$ cat src/hw/fec_consts.svh
// Purpose: Constants for the flash command controller
// Assumes: 10 MHz clock; classic Wishbone slave for software
// Notes: Command codes without a printed value are plain defaults
`ifndef FEC_CONSTS_SVH
`define FEC_CONSTS_SVH

// Clock period and bus strobe timing
`define FEC_CLK_NS 100
`define FEC_SETUP_NS 100
`define FEC_WE_NS 100
`define FEC_ACC_NS 200
`define FEC_CYC(ns) (((ns) + `FEC_CLK_NS - 1) / `FEC_CLK_NS)

// Register byte offsets
`define FEC_REG_CTRL 4'h0
`define FEC_REG_ADDR 4'h4
`define FEC_REG_DATA 4'h8
`define FEC_REG_COUNT 4'hc
`define FEC_REG_STAT 5'h10

// Device command codes
`define FEC_CMD_CLEAR 16'h0050
`define FEC_CMD_PROG 16'h0040
`define FEC_CMD_PROG_ALT 16'h0010
`define FEC_CMD_ERASE 16'h0020
`define FEC_CMD_CONFIRM 16'h00d0
`define FEC_CMD_SUSPEND 16'h00b0
`define FEC_CMD_RESUME 16'h00d0
`define FEC_CMD_BUF 16'h00e8
`define FEC_CMD_RDSTAT 16'h0070

// Device status and extended status bits
`define FEC_SR_READY 7
`define FEC_SR_SUSP 6
`define FEC_SR_ERASE_ERR 5
`define FEC_SR_PROG_ERR 4
`define FEC_SR_LOWV 3
`define FEC_SR_PROT 1
`define FEC_EXT_BUF 7
`define FEC_ALIGN_BITS 5

`endif

$ cat src/hw/fec_pkg.sv
// Purpose: Types for the flash command controller
// Assumes: Constants live in fec_consts.svh
// Notes: Operation codes are written to the control register
package fec_pkg;

    typedef enum logic [3:0] {
        OP_NONE = 4'h0,
        OP_CLEAR = 4'h1,
        OP_ERASE = 4'h2,
        OP_SUSPEND = 4'h3,
        OP_RESUME = 4'h4,
        OP_PROG = 4'h5,
        OP_BUF_START = 4'h6,
        OP_BUF_DATA = 4'h7,
        OP_BUF_CONFIRM = 4'h8,
        OP_WAIT = 4'h9
    } fec_op_t;

    typedef enum {M_IDLE, M_RSC, M_POLL, M_W1, M_EXT, M_W2, M_DONE}
        fec_main_t;

    typedef enum {B_IDLE, B_SETUP, B_STROBE, B_HOLD} fec_bus_t;

endpackage

$ cat src/hw/fec_ctrl.sv
// Purpose: Host controller driving an asynchronous NOR flash command set
// Assumes: Flash pins synchronous to clk_i; software on classic Wishbone
// Notes: Status byte of the last poll is kept for software to inspect
//
// Overview of operation
// Device status bit 7 reads 1 when ready, 0 when busy.
// Extended status bit 7 reads 1 when a write buffer is free.
// Device error flags stay latched until the clear-status code is written.
// Clear status is issued only while device is idle or suspended.
// Block erase is a setup write then a confirm inside the block.
// Status is refreshed by toggling output enable between reads.
// A malformed erase sequence sets program-error and erase-error.
// Erase at low voltage or on a locked block sets error flags.
// After erase or program the device stays in status-read mode.
// After suspend, ready then erase-suspended flags rise.
// While suspended, reads and other-block programs are allowed.
// While suspended, only a limited command set is accepted.
// Resume clears flags; never resume before a suspended program ends.
// Repeat buffer setup until the buffer-available bit reads 1.
// Send count, then start address; later addresses stay in range.
// Buffer start address should have its five low bits zero; the code accepts any start and only sets unaligned.
// After last buffer word a confirm starts programming.
// Program failure sets program-error; buffer writes refused on error.
// Buffer write across an erase block aborts with both errors.
// Buffer write at low voltage or locked block sets error flags.
// Single program: setup code, then address and data write.
// Single program at low voltage or locked block sets error flags.
`timescale 1ns/10ps
`include "fec_consts.svh"

module fec_ctrl (
    // Clock and reset
    input wire logic clk_i,
    input wire logic rst_i,
    // Wishbone slave
    input wire logic wb_cyc_i,
    input wire logic wb_stb_i,
    input wire logic wb_we_i,
    input wire logic [4:0] wb_adr_i,
    input wire logic [31:0] wb_dat_i,
    input wire logic [3:0] wb_sel_i,
    output logic [31:0] wb_dat_o,
    output logic wb_ack_o,
    // Flash pins
    output logic [23:0] flash_addr_o,
    output logic [15:0] flash_dq_o,
    output logic flash_dq_oe_n_o,
    input wire logic [15:0] flash_dq_i,
    output logic chip_enable_x_n_o,
    output logic oe_n_o,
    output logic we_n_o,
    input wire logic ready_status_pin_i
);

    localparam logic [3:0] SETUP_CYC = 4'(`FEC_CYC(`FEC_SETUP_NS));
    localparam logic [3:0] WE_CYC = 4'(`FEC_CYC(`FEC_WE_NS));
    localparam logic [3:0] ACC_CYC = 4'(`FEC_CYC(`FEC_ACC_NS));

    fec_pkg::fec_main_t state;
    fec_pkg::fec_bus_t bstate;
    fec_pkg::fec_op_t op;
    logic [23:0] addr_reg;
    logic [15:0] data_reg;
    logic [7:0] count_reg;
    logic [7:0] stat_byte;
    logic [7:0] extended_buffer_status;
    logic [23:0] buf_start;
    logic buf_open;
    logic range_err;
    logic unaligned;
    logic ready_seen;
    logic req;
    logic req_rd;
    logic [23:0] req_addr;
    logic [15:0] req_data;
    logic bdone;
    logic [3:0] bcnt;
    logic [15:0] rd_data;
    logic wb_req;
    logic busy;
    logic in_range;

    assign wb_req = wb_cyc_i && wb_stb_i && !wb_ack_o;
    assign busy = (state != fec_pkg::M_IDLE);
    assign in_range = (addr_reg >= buf_start)
        && ((addr_reg - buf_start) <= {16'h0000, count_reg});

    // Wishbone answer one cycle after the request; unmapped reads give 0
    always_ff @(posedge clk_i) begin
        if (rst_i) begin
            wb_ack_o <= 1'b0;
            wb_dat_o <= 32'h0;
        end else begin
            wb_ack_o <= wb_req;
            wb_dat_o <= 32'h0;
            if (wb_req && !wb_we_i) begin
                unique case (wb_adr_i)
                    5'(`FEC_REG_CTRL): wb_dat_o <= {31'h0, busy};
                    5'(`FEC_REG_ADDR): wb_dat_o <= {8'h00, addr_reg};
                    5'(`FEC_REG_DATA): wb_dat_o <= {16'h0000, data_reg};
                    5'(`FEC_REG_COUNT): wb_dat_o <= {24'h0, count_reg};
                    `FEC_REG_STAT: wb_dat_o <= {12'h0, ready_seen,
                        unaligned, range_err, busy, extended_buffer_status,
                        stat_byte};
                    default: wb_dat_o <= 32'h0;
                endcase
            end
        end
    end

    // Parameter registers; writes are ignored while an operation runs
    always_ff @(posedge clk_i) begin
        if (rst_i) begin
            addr_reg <= 24'h0;
            data_reg <= 16'h0;
            count_reg <= 8'h0;
        end else if (wb_req && wb_we_i && !busy) begin
            if (wb_adr_i == 5'(`FEC_REG_ADDR) && wb_sel_i[0])
                addr_reg <= wb_dat_i[23:0];
            if (wb_adr_i == 5'(`FEC_REG_DATA) && wb_sel_i[0])
                data_reg <= wb_dat_i[15:0];
            if (wb_adr_i == 5'(`FEC_REG_COUNT) && wb_sel_i[0])
                count_reg <= wb_dat_i[7:0];
        end
    end

    // Flash bus cycle engine; strobes are never low together
    always_ff @(posedge clk_i) begin
        if (rst_i) begin
            bstate <= fec_pkg::B_IDLE;
            bcnt <= 4'h0;
            bdone <= 1'b0;
            rd_data <= 16'h0;
            flash_addr_o <= 24'h0;
            flash_dq_o <= 16'h0;
            flash_dq_oe_n_o <= 1'b1;
            chip_enable_x_n_o <= 1'b1;
            oe_n_o <= 1'b1;
            we_n_o <= 1'b1;
        end else begin
            bdone <= 1'b0;
            unique case (bstate)
                fec_pkg::B_IDLE: begin
                    if (req && !bdone) begin
                        flash_addr_o <= req_addr;
                        flash_dq_o <= req_data;
                        flash_dq_oe_n_o <= req_rd;
                        chip_enable_x_n_o <= 1'b0;
                        bcnt <= SETUP_CYC;
                        bstate <= fec_pkg::B_SETUP;
                    end
                end
                fec_pkg::B_SETUP: begin
                    if (bcnt > 4'h1) begin
                        bcnt <= bcnt - 4'h1;
                    end else begin
                        // Fresh OE edge on every read refreshes status
                        oe_n_o <= !req_rd;
                        we_n_o <= req_rd;
                        bcnt <= req_rd ? ACC_CYC : WE_CYC;
                        bstate <= fec_pkg::B_STROBE;
                    end
                end
                fec_pkg::B_STROBE: begin
                    if (bcnt > 4'h1) begin
                        bcnt <= bcnt - 4'h1;
                    end else begin
                        // Data is latched by the device on WE rising
                        rd_data <= flash_dq_i;
                        oe_n_o <= 1'b1;
                        we_n_o <= 1'b1;
                        bstate <= fec_pkg::B_HOLD;
                    end
                end
                fec_pkg::B_HOLD: begin
                    chip_enable_x_n_o <= 1'b1;
                    flash_dq_oe_n_o <= 1'b1;
                    bdone <= 1'b1;
                    bstate <= fec_pkg::B_IDLE;
                end
            endcase
        end
    end

    // Operation sequencer
    always_ff @(posedge clk_i) begin
        if (rst_i) begin
            state <= fec_pkg::M_IDLE;
            op <= fec_pkg::OP_NONE;
            req <= 1'b0;
            req_rd <= 1'b0;
            req_addr <= 24'h0;
            req_data <= 16'h0;
            stat_byte <= 8'h0;
            extended_buffer_status <= 8'h0;
            buf_start <= 24'h0;
            buf_open <= 1'b0;
            range_err <= 1'b0;
            unaligned <= 1'b0;
            ready_seen <= 1'b0;
        end else begin
            ready_seen <= ready_status_pin_i;
            if (bdone)
                req <= 1'b0;
            unique case (state)
                fec_pkg::M_IDLE: begin
                    if (wb_req && wb_we_i && wb_adr_i == 5'(`FEC_REG_CTRL)
                        && wb_sel_i[0]) begin
                        op <= fec_pkg::fec_op_t'(wb_dat_i[3:0]);
                        unique case (fec_pkg::fec_op_t'(wb_dat_i[3:0]))
                            // Clear and resume wait for a ready device
                            fec_pkg::OP_CLEAR, fec_pkg::OP_RESUME,
                            fec_pkg::OP_WAIT:
                                state <= fec_pkg::M_RSC;
                            fec_pkg::OP_BUF_DATA: begin
                                // Out-of-window data is refused
                                if (buf_open && !in_range) begin
                                    range_err <= 1'b1;
                                end else begin
                                    state <= fec_pkg::M_W1;
                                end
                            end
                            fec_pkg::OP_NONE: state <= fec_pkg::M_IDLE;
                            default: state <= fec_pkg::M_W1;
                        endcase
                    end
                end
                fec_pkg::M_RSC: begin
                    // Read-status command puts device in status mode
                    req <= !bdone;
                    req_rd <= 1'b0;
                    req_data <= `FEC_CMD_RDSTAT;
                    if (bdone)
                        state <= fec_pkg::M_POLL;
                end
                fec_pkg::M_POLL: begin
                    req <= !bdone;
                    req_rd <= 1'b1;
                    if (bdone) begin
                        stat_byte <= rd_data[7:0];
                        // Poll until the ready flag is 1
                        if (rd_data[`FEC_SR_READY])
                            state <= (op == fec_pkg::OP_WAIT)
                                ? fec_pkg::M_DONE : fec_pkg::M_W1;
                    end
                end
                fec_pkg::M_W1: begin
                    req <= !bdone;
                    req_rd <= 1'b0;
                    req_addr <= addr_reg;
                    unique case (op)
                        fec_pkg::OP_CLEAR: req_data <= `FEC_CMD_CLEAR;
                        fec_pkg::OP_ERASE: req_data <= `FEC_CMD_ERASE;
                        fec_pkg::OP_SUSPEND: req_data <= `FEC_CMD_SUSPEND;
                        fec_pkg::OP_RESUME: req_data <= `FEC_CMD_RESUME;
                        fec_pkg::OP_PROG: req_data <= `FEC_CMD_PROG;
                        fec_pkg::OP_BUF_START: req_data <= `FEC_CMD_BUF;
                        fec_pkg::OP_BUF_DATA: req_data <= data_reg;
                        fec_pkg::OP_BUF_CONFIRM:
                            req_data <= `FEC_CMD_CONFIRM;
                        default: req_data <= 16'h0;
                    endcase
                    if (bdone) begin
                        unique case (op)
                            fec_pkg::OP_ERASE, fec_pkg::OP_PROG:
                                state <= fec_pkg::M_W2;
                            fec_pkg::OP_BUF_START: state <= fec_pkg::M_EXT;
                            default: state <= fec_pkg::M_DONE;
                        endcase
                        if (op == fec_pkg::OP_BUF_DATA && !buf_open) begin
                            // First data write fixes the window start
                            buf_open <= 1'b1;
                            buf_start <= addr_reg;
                            unaligned <= |addr_reg[`FEC_ALIGN_BITS-1:0];
                        end
                        if (op == fec_pkg::OP_BUF_CONFIRM)
                            buf_open <= 1'b0;
                    end
                end
                fec_pkg::M_EXT: begin
                    req <= !bdone;
                    req_rd <= 1'b1;
                    if (bdone) begin
                        extended_buffer_status <= rd_data[7:0];
                        // Retry setup until a buffer is free
                        if (rd_data[`FEC_EXT_BUF]) begin
                            state <= fec_pkg::M_W2;
                        end else begin
                            state <= fec_pkg::M_W1;
                        end
                    end
                end
                fec_pkg::M_W2: begin
                    req <= !bdone;
                    req_rd <= 1'b0;
                    req_addr <= addr_reg;
                    unique case (op)
                        fec_pkg::OP_ERASE: req_data <= `FEC_CMD_CONFIRM;
                        fec_pkg::OP_BUF_START:
                            req_data <= {8'h00, count_reg};
                        default: req_data <= data_reg;
                    endcase
                    if (bdone) begin
                        state <= fec_pkg::M_DONE;
                        if (op == fec_pkg::OP_BUF_START) begin
                            buf_open <= 1'b0;
                            range_err <= 1'b0;
                        end
                    end
                end
                fec_pkg::M_DONE: begin
                    req <= 1'b0;
                    state <= fec_pkg::M_IDLE;
                end
            endcase
        end
    end
endmodule

$ cat config.mk
export PLATFORM = sky130hd
export DESIGN_NAME = fec_ctrl
export DESIGN_NICKNAME = d
export VERILOG_FILES = /design/src/hw/fec_pkg.sv /design/src/hw/fec_ctrl.sv
export VERILOG_INCLUDE_DIRS = /design/src /design/src/hw
export SDC_FILE = /design/constraint.sdc
export NUM_CORES = 1
export LEC_CHECK = 0
export BUFFER_PORTS_ARGS = -buffer_cell sky130_fd_sc_hd__buf_2
export CORE_UTILIZATION = 35
export DETAILED_ROUTE_END_ITERATION = 8
export SYNTH_ARGS = -nofsm -noshare
export SYNTH_HDL_FRONTEND = slang
export SYNTH_SLANG_ARGS = --single-unit
$ cat constraint.sdc
create_clock -name clk_i -period 4 [get_ports clk_i]
set_input_delay 0.8 -clock clk_i [delete_from_list [all_inputs] [get_ports clk_i]]
set_output_delay 0.8 -clock clk_i [all_outputs]
set_load 0.01 [all_outputs]
**Word-level counts from Yosys, hierarchy flattened**

Cells that the tools add are included.

- Input bits: 63
- Output and inout port bits: 77
- Logic and storage cells: 185
- Register bits: 292

- Multiplexer cells: 49
- Equality and inequality tests: 42
- $lt $le $gt $ge: 3
- $add $sub $neg: 2
- Bitwise logic cells: 2
- Reduce and logical (&&, ||, !) cells: 59

Operator list:

| operator | number |
|---|---|
| two-way mux 32 bit | 11 |
| one-hot mux 32 bit (7 select lines) | 1 |
| equality test 32 x 2 -> 1 bit (second input constant) | 4 |
| one-hot mux 32 bit (4 select lines) | 1 |
| one-hot mux 24 bit (5 select lines) | 1 |
| one-hot mux 16 bit (7 select lines) | 1 |
| equality test 32 x 3 -> 1 bit (second input constant) | 3 |
| one-hot mux 32 bit (3 select lines) | 1 |
| equality test 32 x 1 -> 1 bit (second input constant) | 2 |
| logical NOT 32 bit | 2 |
| one-hot mux 16 bit (3 select lines) | 1 |
| one-hot mux 16 bit (2 select lines) | 1 |
| nonzero test 32 bit | 1 |
| inequality test 2 bit (second input constant) | 13 |
| equality test 4 x 3 -> 1 bit (second input constant) | 6 |
| greater-or-equal comparator 24 bit | 1 |
| <= comparator 24 x 8 -> 1 bit | 1 |
| subtractor 24 bit | 1 |
| AND reduction 2 bit | 9 |
| one-hot mux 1 bit (2 select lines) | 8 |
| two-way mux 1 bit | 15 |
| logical AND 1 bit | 14 |
| equality test 4 bit (second input constant) | 3 |
| two-way mux 4 bit | 3 |
| 26 further kinds | 53 |

**Longest topological paths before layout**

- Word-level depth: 9
- Depth in mapped cells: 16
- Depth with buffers taken out: 16

**Worst setup path after synthesis**

Ideal clock, no wire load.

- Path kind: reg2reg
- Start point: reg addr_reg[0]
- End point: reg state[0]
- Arrival time: 3156 ps
- Stages on the path, launching flop included: 17
- Library setup time: 88 ps
- Buffers on the path: 0
- Path slack: 756 ps
- Period minus slack after synthesis: 3244 ps
- Required time: 3912 ps
- Path through: dfxtp_1 > inv_1 > ha_1 > fa_1 > nand2b_1 > a21oi_2 > nor2_1 > xnor2_1 > ha_1 > a21oi_1 > nand2_1 > a211o_1 > o21ai_0 > o2111ai_1 > nor4_1 > a41oi_1 > nor4_2

- Word-level cells in the longest chain between the ends: 7
- Elaborated cells on any way between the ends: 8
- Classes of those cells: 1 x add/sub; 2 x order compare; 1 x eq/ne; 4 x reduce/logical

Ends and longest elaborated chain:

| item | line | source |
|---|---|---|
| start: declaration | fec_ctrl.sv:62 | `logic [23:0] addr_reg;` |
| start signal: assignment | fec_ctrl.sv:119 | `addr_reg <= wb_dat_i[23:0];` |
| subtractor 24 bit | fec_ctrl.sv:86 | `&& ((addr_reg - buf_start) <= {16'h0000, count_reg});` |
| <= comparator 24 x 8 -> 1 bit | fec_ctrl.sv:86 |  |
| logical AND 1 bit (*) | fec_ctrl.sv:86 |  |
| logical NOT 1 bit (*) | fec_ctrl.sv:217 | `if (buf_open && !in_range) begin` |
| logical AND 1 bit (*) | fec_ctrl.sv:217 |  |
| inequality test 3 bit (no line) (*) | - |  |
| AND reduction 8 bit (no line) (*) | - |  |
| end signal: assignment | fec_ctrl.sv:220 | `state <= fec_pkg::M_W1;` |
| end signal: assignment | fec_ctrl.sv:223 | `fec_pkg::OP_NONE: state <= fec_pkg::M_IDLE;` |
| end signal: assignment | fec_ctrl.sv:224 | `default: state <= fec_pkg::M_W1;` |
| end: declaration | fec_ctrl.sv:59 | `fec_pkg::fec_main_t state;` |

Every way passes the cells marked *; elsewhere a longest branch is shown, timed or not.
A chain may end at the register's enable or synchronous reset.

**Worst setup path in the final report**

Same ends and word-level chain as after synthesis.

==> flow_summary.json <==
{
  "run_status": "completed",
  "crit_buf_inv": 1,
  "clk_latency_ns": 0.54,
  "hpwl_microns": 22600,
  "clkSinkCount": 225,
  "nNetsFinal": 1510,
  "core_sq_um": 29100,
  "drc": 0,
  "mostFrequentLayoutCells": "nand2_1 (329), dfxtp_1 (225), a21oi_1 (192)",
  "viasPerCell": 5.32,
  "grt-ovfl-total": 0,
  "crit_arrival_ns": 4.21,
  "synth_compound_area_share_pct": 20.2,
  "synth_top_family_by_area": "simple AND/OR/NAND/NOR gates",
  "rsz0062_at_grt": "false",
  "antenna_cells": 0,
  "criticalPathCategory": "reg2reg",
  "place.gp.congestion": 0.924,
  "hold_buffers": 0,
  "die_w_microns": 175,
  "synth_seq_area_share_pct": 43.0,
  "syn_avg_cell_area_sq_um": 7.87,
  "drt_first_pass_iters": 5,
  "fp-row-count": 62,
  "critical_path_depth": 16,
  "cp_slowest_cell": "fa_1",
  "seq_area_sq_um": 4500,
  "cts_made_buffers": 25,
  "slew_violations": 0,
  "tns_ns": 0,
  "n_fill_cell": 3019,
  "synth_xor_xnor_area_share_pct": 1.34,
  "multiInputGateArea_sq_um": 5460,
  "place_inst": 1765,
  "hold_path.class": "reg2reg",
  "worstMarginPinSlew_ns": 1.10,
  "final_core_util_pct": 41.9,
  "start_util_pct": 36.0,
  "grt_pass1_wl_microns": 49800,
  "finalHoldViolations": 0,
  "synthSimpleGateAreaFrac_pct": 22.6,
  "io_pins": 140,
  "drtIter0Drc": 789,
  "postSynthCellCount": 1331,
  "die_y_microns": 175,
  "grtUsageTotal_pct": 20.3,
  "critPathRequiredTime_ns": 4.45,
  "synthMuxAreaShare_pct": 2.76,
  "max_freq_ghz": 0.266,
  "drive_gt1_share_pct": 14.4,
  "synth_cell_type_count": 76,
  "max-slew-margin-rel_pct": 26.2,
  "final_cells": 1810,
  "grt_pass1_vias": 9047,
  "vias": 9624,
  "powerDensity_nw_per_um2": 453,
  "finalSetupViolCount": 0,
  "cp_cell_sequence": "inv_1 > ha_1 > fa_1 > nand2b_1 > a21oi_2 > nor2_1 > xnor2_1 > ha_1 > a21oi_1 > nand2_1 > a211o_1 > o21ai_0 > o2111ai_1 > nor4_2 > a41oi_1 > nor4_2",
  "cp_max_fo": 4,
  "period_minus_slack_ns": 3.76,
  "netlist_area_sq_um": 10500,
  "wirelength_microns": 31600,
  "fin_area_sq_um": 12200,
  "critical_path.max_stage_delay_ns": 0.41,
  "h-tree-depth": 1,
  "yosys.area_share.adder_pct": 4.73,
  "finalPower_uw": 5510,
  "cts_buffer_depth": 3,
  "ctsRootBufferMaster": "clkbuf_16",
  "clk_pin_slew_ns": 0.06,
  "synth_seq_cells": 225,
  "ir_drop_v": 0.000331,
  "grt_max_degree": 122,
  "post_dp_cell_area_sq_um": 11400,
  "max-cap-violations": 0,
  "cp_top_family": "compound AO/OA/AOI/OAI gates",
  "reg2reg_depth": 16,
  "synth-main-ff-cell": "dfxtp_1",
  "ant_nets": 0,
  "die_area_sq_um": 30600,
  "cts_tree": "built",
  "finalCritPeriodShare_pct": 94.0,
  "end_kind": "flop",
  "mostFrequentLayoutCell": "nand2_1",
  "start_kind": "flop",
  "post_drt_wl_per_cell_microns": 17.5,
  "yosysWarnings": 0,
  "async_flop_share_pct": 0,
  "leakage_uw": 0.00462,
  "synth_edf_count": 0,
  "min_path_cells": 2,
  "grt_antenna_before_repair": 0,
  "syn2layout_area_growth_pct": 16.2,
  "port_buffers": 112,
  "finClkSkew_ns": 0.0143
}
[metal layers]
layer  track usage, %  vias to the layer above  wire length (microns)
met2             33.3                      321                  14400
met4             7.25                        0                   1140
li1                 -                     4733                      -
met1             27.1                     4512                  14200
met5                0                        -                      0
met3             2.94                       58                   1860
[layout make-up]
type / count / area share, %
clock inverter: 11 / 0.914
multi-input combinational: 977 / 44.8
inverter: 44 / 1.36
timing repair buffer: 135 / 6.17
sequential: 225 / 37.0
clock buffer: 34 / 5.82
tap: 384 / 3.94
[metrics by stage]
| stage | hold slack, ns | setup slack, ns |
|---|---|---|
| finish | 0.450 | 0.239 |
| global route | 0.467 | 0.0623 |
| CTS | 0.452 | 0.184 |
| detailed placement | 0.443 | 0.182 |
| global placement | 0.437 | 0.322 |
| floorplan | 0.431 | 0.756 |
[cells in the mapped netlist (all sizes together), types with 3 or more instances]
library cell  count  area, sq um
nor4              7         50.1
nand3b            4         30.0
o21ai            40          211
a211oi            6         50.1
or4               3         26.3
nand4            13         81.3
dfxtp           225         4500
a21oi           197         1010
xor2              9         78.8
nor3             14         70.1
a21o              5         37.5
clkbuf           74          278
nand2           329         1230
mux2i            21          210
ha               38          475
a22oi             7         52.6
nand3            25          125
nor3b             8         60.1
xnor2             7         61.3
inv              44          165
o21bai            3         22.5
or2               3         18.8
mux2              7         78.8
a2111oi           3         46.3
nand2b            9         56.3
and3             12         75.1
a311oi            3         26.3
buf              18          121
a31oi             5         31.3
o21a              8         67.6
and2              6         37.5
o2111ai           3         26.3
nor2b             8         50.1
o22ai             3         18.8
o211ai           10         75.1
nor2             96          360
a222oi           19          190
a22o              8         70.1
[cell families (layout without fill, tap and decap cells)]
family / after synthesis / after routing
xor+xnor: 16 / 16
mux: 28 / 28
compound gates: 339 / 339
flops: 225 / 225
fa+ha+maj: 39 / 39
buf+inv: 136 / 224
simple gates: 547 / 547
other cells: 1 / 8
[path summary, 6_finish.rpt]
check           startpoint       endpoint  slack, ns
max            addr_reg[0]       state[0]       0.24
min          flash_dq_o[0]  flash_dq_o[0]       0.45
max reg2reg    addr_reg[0]       state[0]       0.24
min reg2reg  flash_dq_o[0]  flash_dq_o[0]       0.45
[tightest hold or removal path: stages (launching register included)]
cell and delay, ns:
dfxtp_1 0.31, nand2_1 0.05, a21oi_1 0.05
[report_power, final]
part           internal [uW]  switching, uW  total, uW  leakage (uW)
sequential              2310           90.8       2400       0.00181
combinational            251            574        824       0.00240
clock                   1320            963       2280      0.000407
total                   3890           1630       5510       0.00462
[what timing repair did]
action / CTS / global route
setup buffers: 0 / 0
endpoints found under the setup margin: 0 / 2
gates resized for setup: 0 / 1
Power figures use the tool's default switching activity.
